### config.mk
export PLATFORM = sky130hd
export DESIGN_NAME = rotate_datapath
export DESIGN_NICKNAME = d
export VERILOG_FILES = /design/src/logic/rotate_datapath.v /design/src/logic/barrel_rotator.v
export VERILOG_INCLUDE_DIRS = /design/src /design/src/logic
export SDC_FILE = /design/constraint.sdc
export NUM_CORES = 1
export LEC_CHECK = 0
export ABC_AREA = 0
export BUFFER_PORTS_ARGS = -buffer_cell sky130_fd_sc_hd__buf_2
export CAP_MARGIN = 20
export CORE_MARGIN = 10
export CORE_UTILIZATION = 38
export DETAILED_ROUTE_END_ITERATION = 6
export GPL_TIMING_DRIVEN = 0
export PLACE_DENSITY = 0.6
export SYNTH_ARGS = -nofsm -noshare
export SYNTH_HDL_FRONTEND = slang
export SYNTH_SLANG_ARGS = --single-unit
export TNS_END_PERCENT = 50
### constraint.sdc
create_clock -name mclk_i -period 9.5 [get_ports mclk_i]
set_clock_uncertainty 0.2 [all_clocks]
set_input_delay 0.475 -clock mclk_i [delete_from_list [all_inputs] [get_ports mclk_i]]
set_output_delay 0.475 -clock mclk_i [all_outputs]
set_load 0.05 [all_outputs]
### src/logic/rotate_datapath_defs.vh
`ifndef ROTATE_DATAPATH_DEFS_VH
`define ROTATE_DATAPATH_DEFS_VH

// ----------------------------------------
// instruction word fields
// ----------------------------------------
`define IW_WIDTH_BIT   15
`define IW_QUAD_HI     14
`define IW_QUAD_LO     13
`define IW_N_HI        12
`define IW_N_LO        9
`define IW_OP_HI       8
`define IW_OP_LO       5
`define IW_ADDR_HI     4
`define IW_ADDR_LO     0

// ----------------------------------------
// quadrant codes
// ----------------------------------------
`define QUAD_00        2'h0
`define QUAD_01        2'h1
`define QUAD_10        2'h2
`define QUAD_11        2'h3

// ----------------------------------------
// rotate operation codes
// ----------------------------------------
`define OP_ROT_TO_WORK     4'hC
`define OP_ROT_TO_OUT      4'hE
`define OP_ROT_IN_PLACE    4'hF
`define OP_ROT_WORK_SCR    4'h0
`define OP_ROT_PORT_SCR    4'h1
`define OP_NON_REGISTER    4'hC
`define NR_PORT_TO_OUT     5'h18
`define NR_PORT_TO_WORK    5'h19
`define NR_WORK_TO_OUT     5'h1C
`define NR_WORK_IN_PLACE   5'h1D

// ----------------------------------------
// merge and compare operation codes
// ----------------------------------------
`define OP_MRG_PWI     4'h7
`define OP_MRG_PWS     4'h8
`define OP_MRG_PSI     4'h9
`define OP_MRG_PSW     4'hA
`define OP_MRG_WSI     4'hC
`define OP_MRG_SWI     4'hB
`define OP_CMP_PWI     4'h2
`define OP_CMP_PSI     4'h3
`define OP_CMP_PSW     4'h4
`define OP_CMP_SWI     4'h5

// ----------------------------------------
// prioritize codes
// ----------------------------------------
`define PR_DST_WORK    4'h8
`define PR_DST_OUT     4'hA
`define PR_DST_SCR     4'hB
`define PR_SRC_WORK    4'h7
`define PR_SRC_PORT    4'h9
`define PR_MSK_WORK    4'h8
`define PR_MSK_ZERO    4'hA
`define PR_NR_SRC_WORK 4'h4
`define PR_NR_SRC_PORT 4'h6
`define PR_NR_DST_OUT  5'h00
`define PR_NR_DST_WORK 5'h01

// ----------------------------------------
// status byte layout, reset values and prioritize code bases
// ----------------------------------------
`define ST_Z           0
`define ST_C           1
`define ST_N           2
`define ST_OVR         3
`define ST_RESET       8'h00
`define WORK_RESET     16'h0000
`define PRI_WORD_BASE  5'h10
`define PRI_BYTE_BASE  5'h08

`endif

### src/logic/rotate_datapath.v
`include "rotate_datapath_defs.vh"

module rotate_datapath (
  // clock and reset
  input  wire        mclk_i,
  input  wire        rst_n_i,
  // instruction from sequencer
  input  wire        instr_valid_i,
  input  wire [15:0] instr_i,
  // data inputs
  input  wire [15:0] port_data_i,
  input  wire [15:0] imm_data_i,
  // result bus
  output wire [15:0] result_bus_o,
  output wire        result_valid_o,
  output wire        illegal_o,
  // state
  output wire [15:0] work_o,
  output wire [7:0]  status_o
);

  // ----------------------------------------
  // operand, destination and function codes
  // ----------------------------------------
  localparam [4:0] SEL_SCR  = 5'h01;
  localparam [4:0] SEL_WORK = 5'h02;
  localparam [4:0] SEL_PORT = 5'h04;
  localparam [4:0] SEL_IMM  = 5'h08;
  localparam [4:0] SEL_ZERO = 5'h10;

  localparam [2:0] DST_WORK = 3'h1;
  localparam [2:0] DST_OUT  = 3'h2;
  localparam [2:0] DST_SCR  = 3'h4;

  localparam [3:0] FN_ROT = 4'h1;
  localparam [3:0] FN_MRG = 4'h2;
  localparam [3:0] FN_CMP = 4'h4;
  localparam [3:0] FN_PRI = 4'h8;

  reg  [15:0] scratch [0:31];
  reg  [15:0] work_q;
  reg  [15:0] work_d;
  reg  [7:0]  status_q;
  reg  [7:0]  status_d;

  wire        word_mode;
  wire [1:0]  quad;
  wire [3:0]  amount;
  wire [3:0]  opcode;
  wire [4:0]  addr;
  wire [15:0] scr_rd;

  reg         legal;
  reg  [3:0]  func;
  reg  [4:0]  u_sel;
  reg  [4:0]  r_sel;
  reg  [4:0]  s_sel;
  reg  [2:0]  dst;

  assign word_mode = instr_i[`IW_WIDTH_BIT];
  assign quad      = instr_i[`IW_QUAD_HI:`IW_QUAD_LO];
  assign amount    = instr_i[`IW_N_HI:`IW_N_LO];
  assign opcode    = instr_i[`IW_OP_HI:`IW_OP_LO];
  assign addr      = instr_i[`IW_ADDR_HI:`IW_ADDR_LO];
  assign scr_rd    = scratch[addr];

  // ----------------------------------------
  // operand mux
  // ----------------------------------------
  function [15:0] pick;
    input [4:0]  sel;
    input [15:0] scr_v;
    input [15:0] work_v;
    input [15:0] port_v;
    input [15:0] imm_v;
    begin
      case (sel)
        SEL_SCR:  pick = scr_v;
        SEL_WORK: pick = work_v;
        SEL_PORT: pick = port_v;
        SEL_IMM:  pick = imm_v;
        default:  pick = 16'h0000;
      endcase
    end
  endfunction

  // ----------------------------------------
  // instruction decode
  // ----------------------------------------
  always @* begin
    legal = 1'b0;
    func  = FN_ROT;
    u_sel = SEL_SCR;
    r_sel = SEL_SCR;
    s_sel = SEL_ZERO;
    dst   = DST_OUT;
    case (quad)
      `QUAD_00: begin
        case (opcode)
          `OP_ROT_TO_WORK: begin
            legal = 1'b1;
            dst   = DST_WORK;
          end
          `OP_ROT_TO_OUT: begin
            legal = 1'b1;
            dst   = DST_OUT;
          end
          `OP_ROT_IN_PLACE: begin
            legal = 1'b1;
            dst   = DST_SCR;
          end
          default: legal = 1'b0;
        endcase
      end
      `QUAD_01: begin
        legal = 1'b1;
        case (opcode)
          `OP_ROT_WORK_SCR: begin
            u_sel = SEL_WORK;
            dst   = DST_SCR;
          end
          `OP_ROT_PORT_SCR: begin
            u_sel = SEL_PORT;
            dst   = DST_SCR;
          end
          `OP_MRG_PWI: begin
            func  = FN_MRG;
            u_sel = SEL_PORT;
            r_sel = SEL_WORK;
            s_sel = SEL_IMM;
            dst   = DST_WORK;
          end
          `OP_MRG_PWS: begin
            func  = FN_MRG;
            u_sel = SEL_PORT;
            r_sel = SEL_WORK;
            s_sel = SEL_SCR;
            dst   = DST_WORK;
          end
          `OP_MRG_PSI: begin
            func  = FN_MRG;
            u_sel = SEL_PORT;
            r_sel = SEL_SCR;
            s_sel = SEL_IMM;
            dst   = DST_SCR;
          end
          `OP_MRG_PSW: begin
            func  = FN_MRG;
            u_sel = SEL_PORT;
            r_sel = SEL_SCR;
            s_sel = SEL_WORK;
            dst   = DST_SCR;
          end
          `OP_MRG_WSI: begin
            func  = FN_MRG;
            u_sel = SEL_WORK;
            r_sel = SEL_SCR;
            s_sel = SEL_IMM;
            dst   = DST_SCR;
          end
          `OP_MRG_SWI: begin
            func  = FN_MRG;
            u_sel = SEL_SCR;
            r_sel = SEL_WORK;
            s_sel = SEL_IMM;
            dst   = DST_WORK;
          end
          `OP_CMP_PWI: begin
            func  = FN_CMP;
            u_sel = SEL_PORT;
            r_sel = SEL_WORK;
            s_sel = SEL_IMM;
          end
          `OP_CMP_PSI: begin
            func  = FN_CMP;
            u_sel = SEL_PORT;
            r_sel = SEL_SCR;
            s_sel = SEL_IMM;
          end
          `OP_CMP_PSW: begin
            func  = FN_CMP;
            u_sel = SEL_PORT;
            r_sel = SEL_SCR;
            s_sel = SEL_WORK;
          end
          `OP_CMP_SWI: begin
            func  = FN_CMP;
            u_sel = SEL_SCR;
            r_sel = SEL_WORK;
            s_sel = SEL_IMM;
          end
          default: legal = 1'b0;
        endcase
      end
      `QUAD_10: begin
        // scratch register is the mask here
        func  = FN_PRI;
        s_sel = SEL_SCR;
        legal = 1'b1;
        case (amount)
          `PR_DST_WORK: dst = DST_WORK;
          `PR_DST_OUT:  dst = DST_OUT;
          `PR_DST_SCR:  dst = DST_SCR;
          default:      legal = 1'b0;
        endcase
        case (opcode)
          `PR_SRC_WORK: r_sel = SEL_WORK;
          `PR_SRC_PORT: r_sel = SEL_PORT;
          default:      legal = 1'b0;
        endcase
      end
      default: begin
        if (opcode == `OP_NON_REGISTER) begin
          legal = 1'b1;
          case (addr)
            `NR_PORT_TO_OUT: begin
              u_sel = SEL_PORT;
              dst   = DST_OUT;
            end
            `NR_PORT_TO_WORK: begin
              u_sel = SEL_PORT;
              dst   = DST_WORK;
            end
            `NR_WORK_TO_OUT: begin
              u_sel = SEL_WORK;
              dst   = DST_OUT;
            end
            `NR_WORK_IN_PLACE: begin
              u_sel = SEL_WORK;
              dst   = DST_WORK;
            end
            default: legal = 1'b0;
          endcase
        end else begin
          // operand and mask are assumed distinct here
          func  = FN_PRI;
          legal = 1'b1;
          case (amount)
            `PR_MSK_WORK: s_sel = SEL_WORK;
            `PR_MSK_ZERO: s_sel = SEL_ZERO;
            default:      legal = 1'b0;
          endcase
          case (opcode)
            `PR_NR_SRC_WORK: r_sel = SEL_WORK;
            `PR_NR_SRC_PORT: r_sel = SEL_PORT;
            default:         legal = 1'b0;
          endcase
          case (addr)
            `PR_NR_DST_OUT:  dst = DST_OUT;
            `PR_NR_DST_WORK: dst = DST_WORK;
            default:         legal = 1'b0;
          endcase
        end
      end
    endcase
  end

  // ----------------------------------------
  // datapath
  // ----------------------------------------
  wire [15:0] u_val;
  wire [15:0] r_val;
  wire [15:0] s_val;
  wire [15:0] rot_val;
  wire [15:0] mrg_val;
  wire [15:0] cmp_val;
  wire [15:0] pri_in;
  reg  [4:0]  pri_code;
  reg  [15:0] result;
  reg  [15:0] dst_old;
  wire [15:0] wr_data;
  wire        res_neg;
  wire        res_zero;
  integer     k;

  assign u_val = pick(u_sel, scr_rd, work_q, port_data_i, imm_data_i);
  assign r_val = pick(r_sel, scr_rd, work_q, port_data_i, imm_data_i);
  assign s_val = pick(s_sel, scr_rd, work_q, port_data_i, imm_data_i);

  barrel_rotator u_rot (
    .src_i       (u_val),
    .amount_i    (amount),
    .word_mode_i (word_mode),
    .rot_o       (rot_val)
  );

  assign mrg_val = (r_val & ~s_val) | (rot_val & s_val);
  assign cmp_val = (r_val & ~s_val) ^ (rot_val & ~s_val);
  assign pri_in  = r_val & ~s_val;

  always @* begin
    pri_code = 5'h00;
    for (k = 0; k < 16; k = k + 1) begin
      if (word_mode && pri_in[k]) begin
        pri_code = `PRI_WORD_BASE - k[4:0];
      end else if (!word_mode && k < 8 && pri_in[k]) begin
        pri_code = `PRI_BYTE_BASE - k[4:0];
      end
    end
  end

  always @* begin
    case (func)
      FN_ROT:  result = rot_val;
      FN_MRG:  result = word_mode ? mrg_val : {r_val[15:8], mrg_val[7:0]};
      FN_CMP:  result = word_mode ? cmp_val : {8'h00, cmp_val[7:0]};
      FN_PRI:  result = {11'h000, pri_code};
      default: result = 16'h0000;
    endcase
  end

  always @* begin
    case (dst)
      DST_WORK: dst_old = work_q;
      DST_SCR:  dst_old = scr_rd;
      default:  dst_old = 16'h0000;
    endcase
  end

  // byte mode leaves the destination's upper byte alone
  assign wr_data  = word_mode ? result : {dst_old[15:8], result[7:0]};
  assign res_neg  = word_mode ? result[15] : result[7];
  assign res_zero = word_mode ? (result == 16'h0000) : (result[7:0] == 8'h00);

  // ----------------------------------------
  // outputs
  // ----------------------------------------
  assign result_bus_o   = result;
  assign result_valid_o = instr_valid_i & legal & (dst == DST_OUT);
  assign illegal_o      = instr_valid_i & ~legal;
  assign work_o         = work_q;
  assign status_o       = status_q;

  // ----------------------------------------
  // next state
  // ----------------------------------------
  always @* begin
    work_d   = work_q;
    status_d = status_q;
    if (instr_valid_i && legal) begin
      if (dst == DST_WORK) begin
        work_d = wr_data;
      end
      // link and user flags are untouched
      status_d[`ST_N]   = res_neg;
      status_d[`ST_Z]   = res_zero;
      status_d[`ST_OVR] = 1'b0;
      status_d[`ST_C]   = 1'b0;
    end
  end

  always @(posedge mclk_i) begin
    if (!rst_n_i) begin
      work_q   <= `WORK_RESET;
      status_q <= `ST_RESET;
    end else begin
      work_q   <= work_d;
      status_q <= status_d;
    end
  end

  always @(posedge mclk_i) begin
    if (rst_n_i && instr_valid_i && legal && dst == DST_SCR) begin
      scratch[addr] <= wr_data;
    end
  end

endmodule // rotate_datapath

### src/logic/barrel_rotator.v
module barrel_rotator (
  // operand
  input  wire [15:0] src_i,
  input  wire [3:0]  amount_i,
  input  wire        word_mode_i,
  // result
  output wire [15:0] rot_o
);

  genvar i;
  generate
    for (i = 0; i < 16; i = i + 1) begin : g_bit
      localparam [3:0] POS = i;
      wire [3:0] idx_w;
      wire [2:0] idx_b;
      assign idx_w = POS - amount_i;
      assign idx_b = POS[2:0] - amount_i[2:0];
      if (i < 8) begin : g_low
        assign rot_o[i] = word_mode_i ? src_i[idx_w] : src_i[idx_b];
      end else begin : g_high
        assign rot_o[i] = word_mode_i ? src_i[idx_w] : src_i[i];
      end
    end
  endgenerate

endmodule // barrel_rotator

* After elaboration in Yosys (flattened, before gate mapping) *
Memory sizes are Yosys's and may differ from the RTL's.
Cells that the tools add are included.

word-level totals
  register bits after elaboration = 18
  memory bits (writable) = 512
  bits of input ports = 51
  logic and storage cells = 293
  memories = 1

memories
  memory   depth  bits a word  rd ports  clocked after Yosys merged registers in  wr ports  line                  text
  scratch  32     16           1         0                                        1         rotate_datapath.v:40  reg [15:0] scratch [0:31];

cells by class
  add/subtract/negate cells = 24
  magnitude comparators = 24
  eq/ne operators = 43
  multiplexer cells = 133
  bitwise operators = 10
  reduce and logical (&&, ||, !) cells = 56

operator list
  cell                                                                          number
  16-bit one-hot mux with 4 select lines                                        4
  5-bit two-way mux                                                             25
  4-bit by 5-bit less-than comparator with 1-bit output, second input constant  16
  1-bit binary-select mux with 4-bit select                                     16
  1-bit two-way mux                                                             53
  16-bit AND                                                                    3
  16-bit two-way mux                                                            3
  3-bit one-hot mux with 2 select lines                                         8
  4-bit equality test, second input constant                                    11
  3-bit by 5-bit less-than comparator with 1-bit output, second input constant  8
  16-bit one-hot mux with 2 select lines                                        1
  4-bit subtractor, first input constant                                        8
  5-bit one-hot mux with 3 select lines                                         2
  1-bit logical AND                                                             28
  1-bit binary-select mux with 3-bit select                                     8
  4-bit by 3-bit equality test with 1-bit output, second input constant         5
  5-bit by 1-bit equality test with 1-bit output, second input constant         4
  5-bit equality test, second input constant                                    4
  2-bit OR reduction                                                            10
  3-bit one-hot mux with 3 select lines                                         2
  16-bit logical NOT                                                            1
  16-bit inverter                                                               1
  16-bit OR                                                                     1
  3-bit by 4-bit subtractor with 4-bit output, first input constant             4
  other kinds (37)                                                              64

* Longest topological paths before layout *
  depth after elaboration = 36
  mapped depth = 19
  depth with buffers taken out = 14

* Modules after synthesis *
Synthesis repeated with hierarchy kept, for this count alone.

second synthesis, totals
  cell total of the unflattened synthesis = 1673
  area, all modules = 24842.6 µm²

modules (own cells, without submodules)
  module           times used  cells each  area each (µm²)  sequential area each (µm²)
  rotate_datapath  1           1553        23568.9          15735.1
  barrel_rotator   1           120         1273.7           0.0

* Least setup slack after synthesis *
OpenSTA, ideal clock, no wires.

  path kind = in2out
  from = input instr_i[0]
  to = output result_bus_o[6]
  data arrival time = 5.029 ns
  data required time = 8.825 ns
  setup slack = 3.796 ns
  stages on the path = 13
  path buffers = 4
  path through = buf_6 -> buf_2 -> buf_4 -> mux4_2 -> o22ai_1 -> nor3_2 -> a222oi_1 -> mux2i_1 -> a31oi_1 -> o211ai_1 -> a32o_1 -> a221oi_1 -> buf_4

between the ends
  word-level cells in the longest chain between the ends = 14
  elaborated cells between the ends (all ways) = 31

ends and longest elaborated chain
  item                                                                                                    line                                          text
  from (decl)                                                                                             rotate_datapath.v:9                           input wire [15:0] instr_i,
  5-bit equality test                                                                                     rotate_datapath.v:215                         case (addr)
  2-bit OR reduction (no source line)                                                                     --
  3-bit one-hot mux with 2 select lines                                                                   rotate_datapath.v:215
  3-bit two-way mux                                                                                       rotate_datapath.v:213                         if (opcode == `OP_NON_REGISTER) begin
  5-bit one-hot mux with 2 select lines                                                                   rotate_datapath.v:97                          case (quad)
  5-bit by 4-bit equality test with 1-bit output (tied with other cells)                                  rotate_datapath.v:77                          case (sel)
  16-bit one-hot mux with 4 select lines                                                                  rotate_datapath.v:77
  1-bit binary-select mux with 4-bit select or 1-bit binary-select mux with 3-bit select (tied branches)  barrel_rotator.v:19                           assign rot_o[i] = word_mode_i ? src_i[idx_w] : src_i[idx_b];
  1-bit two-way mux (implied by the code)                                                                 barrel_rotator.v:19
  1-bit two-way mux                                                                                       barrel_rotator.v:19
  16-bit AND (on tied branches)                                                                           rotate_datapath.v:288, rotate_datapath.v:287
  16-bit XOR or 16-bit OR (tied branches)                                                                 rotate_datapath.v:288, rotate_datapath.v:287
  16-bit two-way mux (on tied branches)                                                                   rotate_datapath.v:306, rotate_datapath.v:305
  16-bit one-hot mux with 4 select lines *                                                                rotate_datapath.v:303                         case (func)
  to (decl)                                                                                               rotate_datapath.v:14                          output wire [15:0] result_bus_o,

Mark *: on every way between the ends. The rest lies on a longest branch, timed or not. The select of a mux whose other input is x is not followed.

* Worst setup path in the final report *
  from = input instr_i[4]
  to = output result_bus_o[2]

between the ends
  word-level cells in the longest chain between the ends = 29
  elaborated cells between the ends (all ways) = 77

ends and longest elaborated chain
  item                                      line                                                                 text
  memory read 32 x 16 bit                   --
  16-bit one-hot mux with 4 select lines    rotate_datapath.v:77
  16-bit inverter                           rotate_datapath.v:287, rotate_datapath.v:288, rotate_datapath.v:289
  16-bit AND                                rotate_datapath.v:287, rotate_datapath.v:288, rotate_datapath.v:289
  1-bit logical AND                         rotate_datapath.v:294                                                if (word_mode && pri_in[k]) begin
  5-bit two-way mux                         rotate_datapath.v:294
  5-bit two-way mux                         rotate_datapath.v:296                                                end else if (!word_mode && k < 8 && pri_in[k]) begin
  5-bit two-way mux                         rotate_datapath.v:294
  [5 not listed]                            --
  5-bit two-way mux                         rotate_datapath.v:294
  5-bit two-way mux                         rotate_datapath.v:296
  5-bit two-way mux                         rotate_datapath.v:294
  5-bit two-way mux                         rotate_datapath.v:296
  5-bit two-way mux                         rotate_datapath.v:294
  5-bit two-way mux                         rotate_datapath.v:296
  5-bit two-way mux (9 in series)           rotate_datapath.v:294
  16-bit one-hot mux with 4 select lines *  rotate_datapath.v:303

Marks and branches as above.

==> impl_metrics.json <==
{
  "critPathLaunchType": "input pin",
  "synthesis.instances": 1848,
  "maxCapViolations": 0,
  "worst_hold_path_type": "input pin to flop",
  "viasPerCell": 6.203,
  "cts_max_level": 2,
  "yosysUniqueCellTypes": 99,
  "layout_commonest_cell": "edfxtp_1",
  "ys_warn_count": 0,
  "cts_tree": "built",
  "place_area_sq_um": 28100,
  "synth-edff-count": 512,
  "dp_hpwl_microns": 67420,
  "rows": 95,
  "maxSlewViolCount": 0,
  "cts.sinks": 530,
  "powerDensity_nw_per_um2": 186.3,
  "layout_common_cells": "edfxtp_1 (512), mux2i_1 (187), buf_2 (115)",
  "place.gp.congestion": 1.014,
  "ir_drop_mv": 0.1413,
  "dr.first_iter.drc_count": 1908,
  "gr-total-overflow": 0,
  "grt_usage_pct": 23.12,
  "setup_viol": 0,
  "worstPathArrival_ns": 6.79,
  "insertion_delay_ns": 0.59,
  "utilization_pct": 44.29,
  "portBuffers": 82,
  "worstSetupPathType": "input pin to output pin",
  "avgSynthCellArea_sq_um": 13.86,
  "layout.nets": 2097,
  "crit_path_end_kind": "output pin",
  "max_freq_ghz": 0.1340,
  "cts_resized": 0,
  "wl_per_cell_microns": 31.63,
  "grt_pass1_vias": 17726,
  "final_antenna_net_count": 0,
  "start_util_pct": 38.20,
  "worstPathRequired_ns": 8.83,
  "use_met3_pct": 4.110,
  "routed_wl_microns": 93230,
  "cts_root_buf": "clkbuf_16",
  "gr-usage-met1_pct": 30.17,
  "met2_usage_pct": 37.41,
  "antenna_found_initial": 0,
  "cp_max_fo": 22,
  "tightest_slew_ns": 1.387,
  "final_area_sq_um": 29690,
  "cts_buffer_depth": 3,
  "ctsHoldBuffers": 0,
  "hold_viol": 0,
  "die_h_microns": 279.6,
  "busiest_layer": "met2",
  "p_leak_nw": 10.25,
  "async_flop_share_pct": 0,
  "drtPass1Iterations": 7,
  "die_area_sq_um": 78170,
  "diodes": 0,
  "fin_crit_ns": 7.462,
  "slew_headroom_pct": 7.502,
  "ys.flop_type": "edfxtp_1",
  "synth_area_sq_um": 25610,
  "numCtsBuffers": 50,
  "grt_pass1_wl_microns": 131300,
  "grt_max_degree": 36,
  "synth-seq-cells": 530,
  "yosysSeqAreaShare_pct": 61.45,
  "path_clk_slew_ns": 0.06,
  "vias": 18280,
  "outcome": "completed",
  "rsz0062_at_grt": "false",
  "die_w_microns": 279.6,
  "drive_above_1_share_pct": 19.91,
  "period_share_pct": 78.55,
  "drc": 0,
  "cts_setup_buffers": 0,
  "fillers": 6037,
  "io_pins": 93,
  "coreArea_sq_um": 67040,
  "syn_to_final_growth_pct": 15.95
}
kinds of logic (layout without fill, tap and decap cells):
group	after synthesis	in the layout	share of synthesized area, %
mux	256	256	12.04
compound gates	453	453	12.92
simple gates	424	424	8.981
xor+xnor	16	16	0.5473
other cells	1	6	0.01464
flops	530	530	61.45
fa+ha+maj	10	10	0.4886
buf+inv	158	379	3.562
report_power, final:
part	internal [W]	total, W	switching (W)
clock network	0.00105	0.00189	0.000837
registers	0.00266	0.00266	0.00000262
logic	0.000306	0.000985	0.000680
registers in the layout (all words and copies together), names as in the netlist:
| register | cells |
|---|---|
| work_o | 16 |
| status_o | 2 |
| scratch | 512 |
layer usage:
| layer | vias up | share of wire [%] |
|---|---|---|
| li1 | 7775 | - |
| met1 | 9266 | 40 |
| met2 | 1040 | 46 |
| met3 | 197 | 8.6 |
| met4 | 2 | 4.5 |
| met5 | - | 0.11 |
per-stage QoR:
stage	hold WS, ns	instances	setup WS [ns]	total power, W	setup TNS, ns
final	0.1033	2947	2.038	0.005531	0
after global placement	0.3418	2808	-0.6404	0.003605	-11.36
after CTS	0.09183	2944	2.057	0.005524	0
after global routing	0.1190	2947	2.025	0.005695	0
after detailed placement	0.3550	2854	2.087	0.003659	0
after floorplan	0.5075	1853	3.796	0.003264	0
final cells by class:
cell class / instances / area (sq um) / share of cell area, %
tap: 873 / 1092 / 3.679
timing repair buffer: 131 / 1254 / 4.222
inverter: 20 / 75.07 / 0.2528
clock buffer: 62 / 1296 / 4.366
multi-input combinational: 1165 / 9185 / 30.94
clock inverter: 28 / 216.5 / 0.7290
buffer: 138 / 837.1 / 2.819
sequential: 530 / 15740 / 53.00
Yosys cell counts, types with 17 or more instances:
cell type	count	area, sq um
edfxtp_1	512	15370
clkbuf_1	54	202.7
o21ai_0	38	190.2
a21oi_1	73	365.4
a22o_1	19	166.4
mux2i_1	188	1882
mux4_2	34	765.7
dfxtp_1	18	360.4
mux2_2	25	281.5
inv_1	17	63.81
a22oi_1	100	750.7
nor2_1	115	431.7
buf_2	29	145.1
nor3_1	17	85.08
buf_6	20	225.2
nand2b_1	23	143.9
buf_4	23	172.7
a222oi_1	21	210.2
o22ai_1	25	156.4
nand3_1	25	125.1
nor2b_1	20	125.1
a31oi_1	17	106.4
nand2_1	95	356.6
critical path, cell delays in order:
cell	delay [ns]
buf_2	0.14
buf_2	0.25
clkbuf_1	0.45
nand3b_1	0.62
or3_1	0.59
nand4_1	0.26
nor4_2	0.21
a21oi_1	0.85
o21ai_0	0.24
a222oi_1	0.26
o221ai_1	0.40
mux2_2	0.43
xor2_1	0.17
o311ai_4	0.79
buf_16	0.23
buf_4	0.12
buf_2	0.25
final timing paths:
path / startpoint / to / slack (ns) / cells past startpoint
worst max-delay path: instr_i[4] / result_bus_o[2] / 2.04 / 17
worst min-delay path: rst_n_i / work_o[12] / 0.10 / 2
worst max register to register: scratch[2][6] / work_o[14] / 3.34 / 14
worst min register to register: status_o[0] / status_o[0] / 0.36 / 2
No activity file was read; power rests on OpenSTA's default activity.
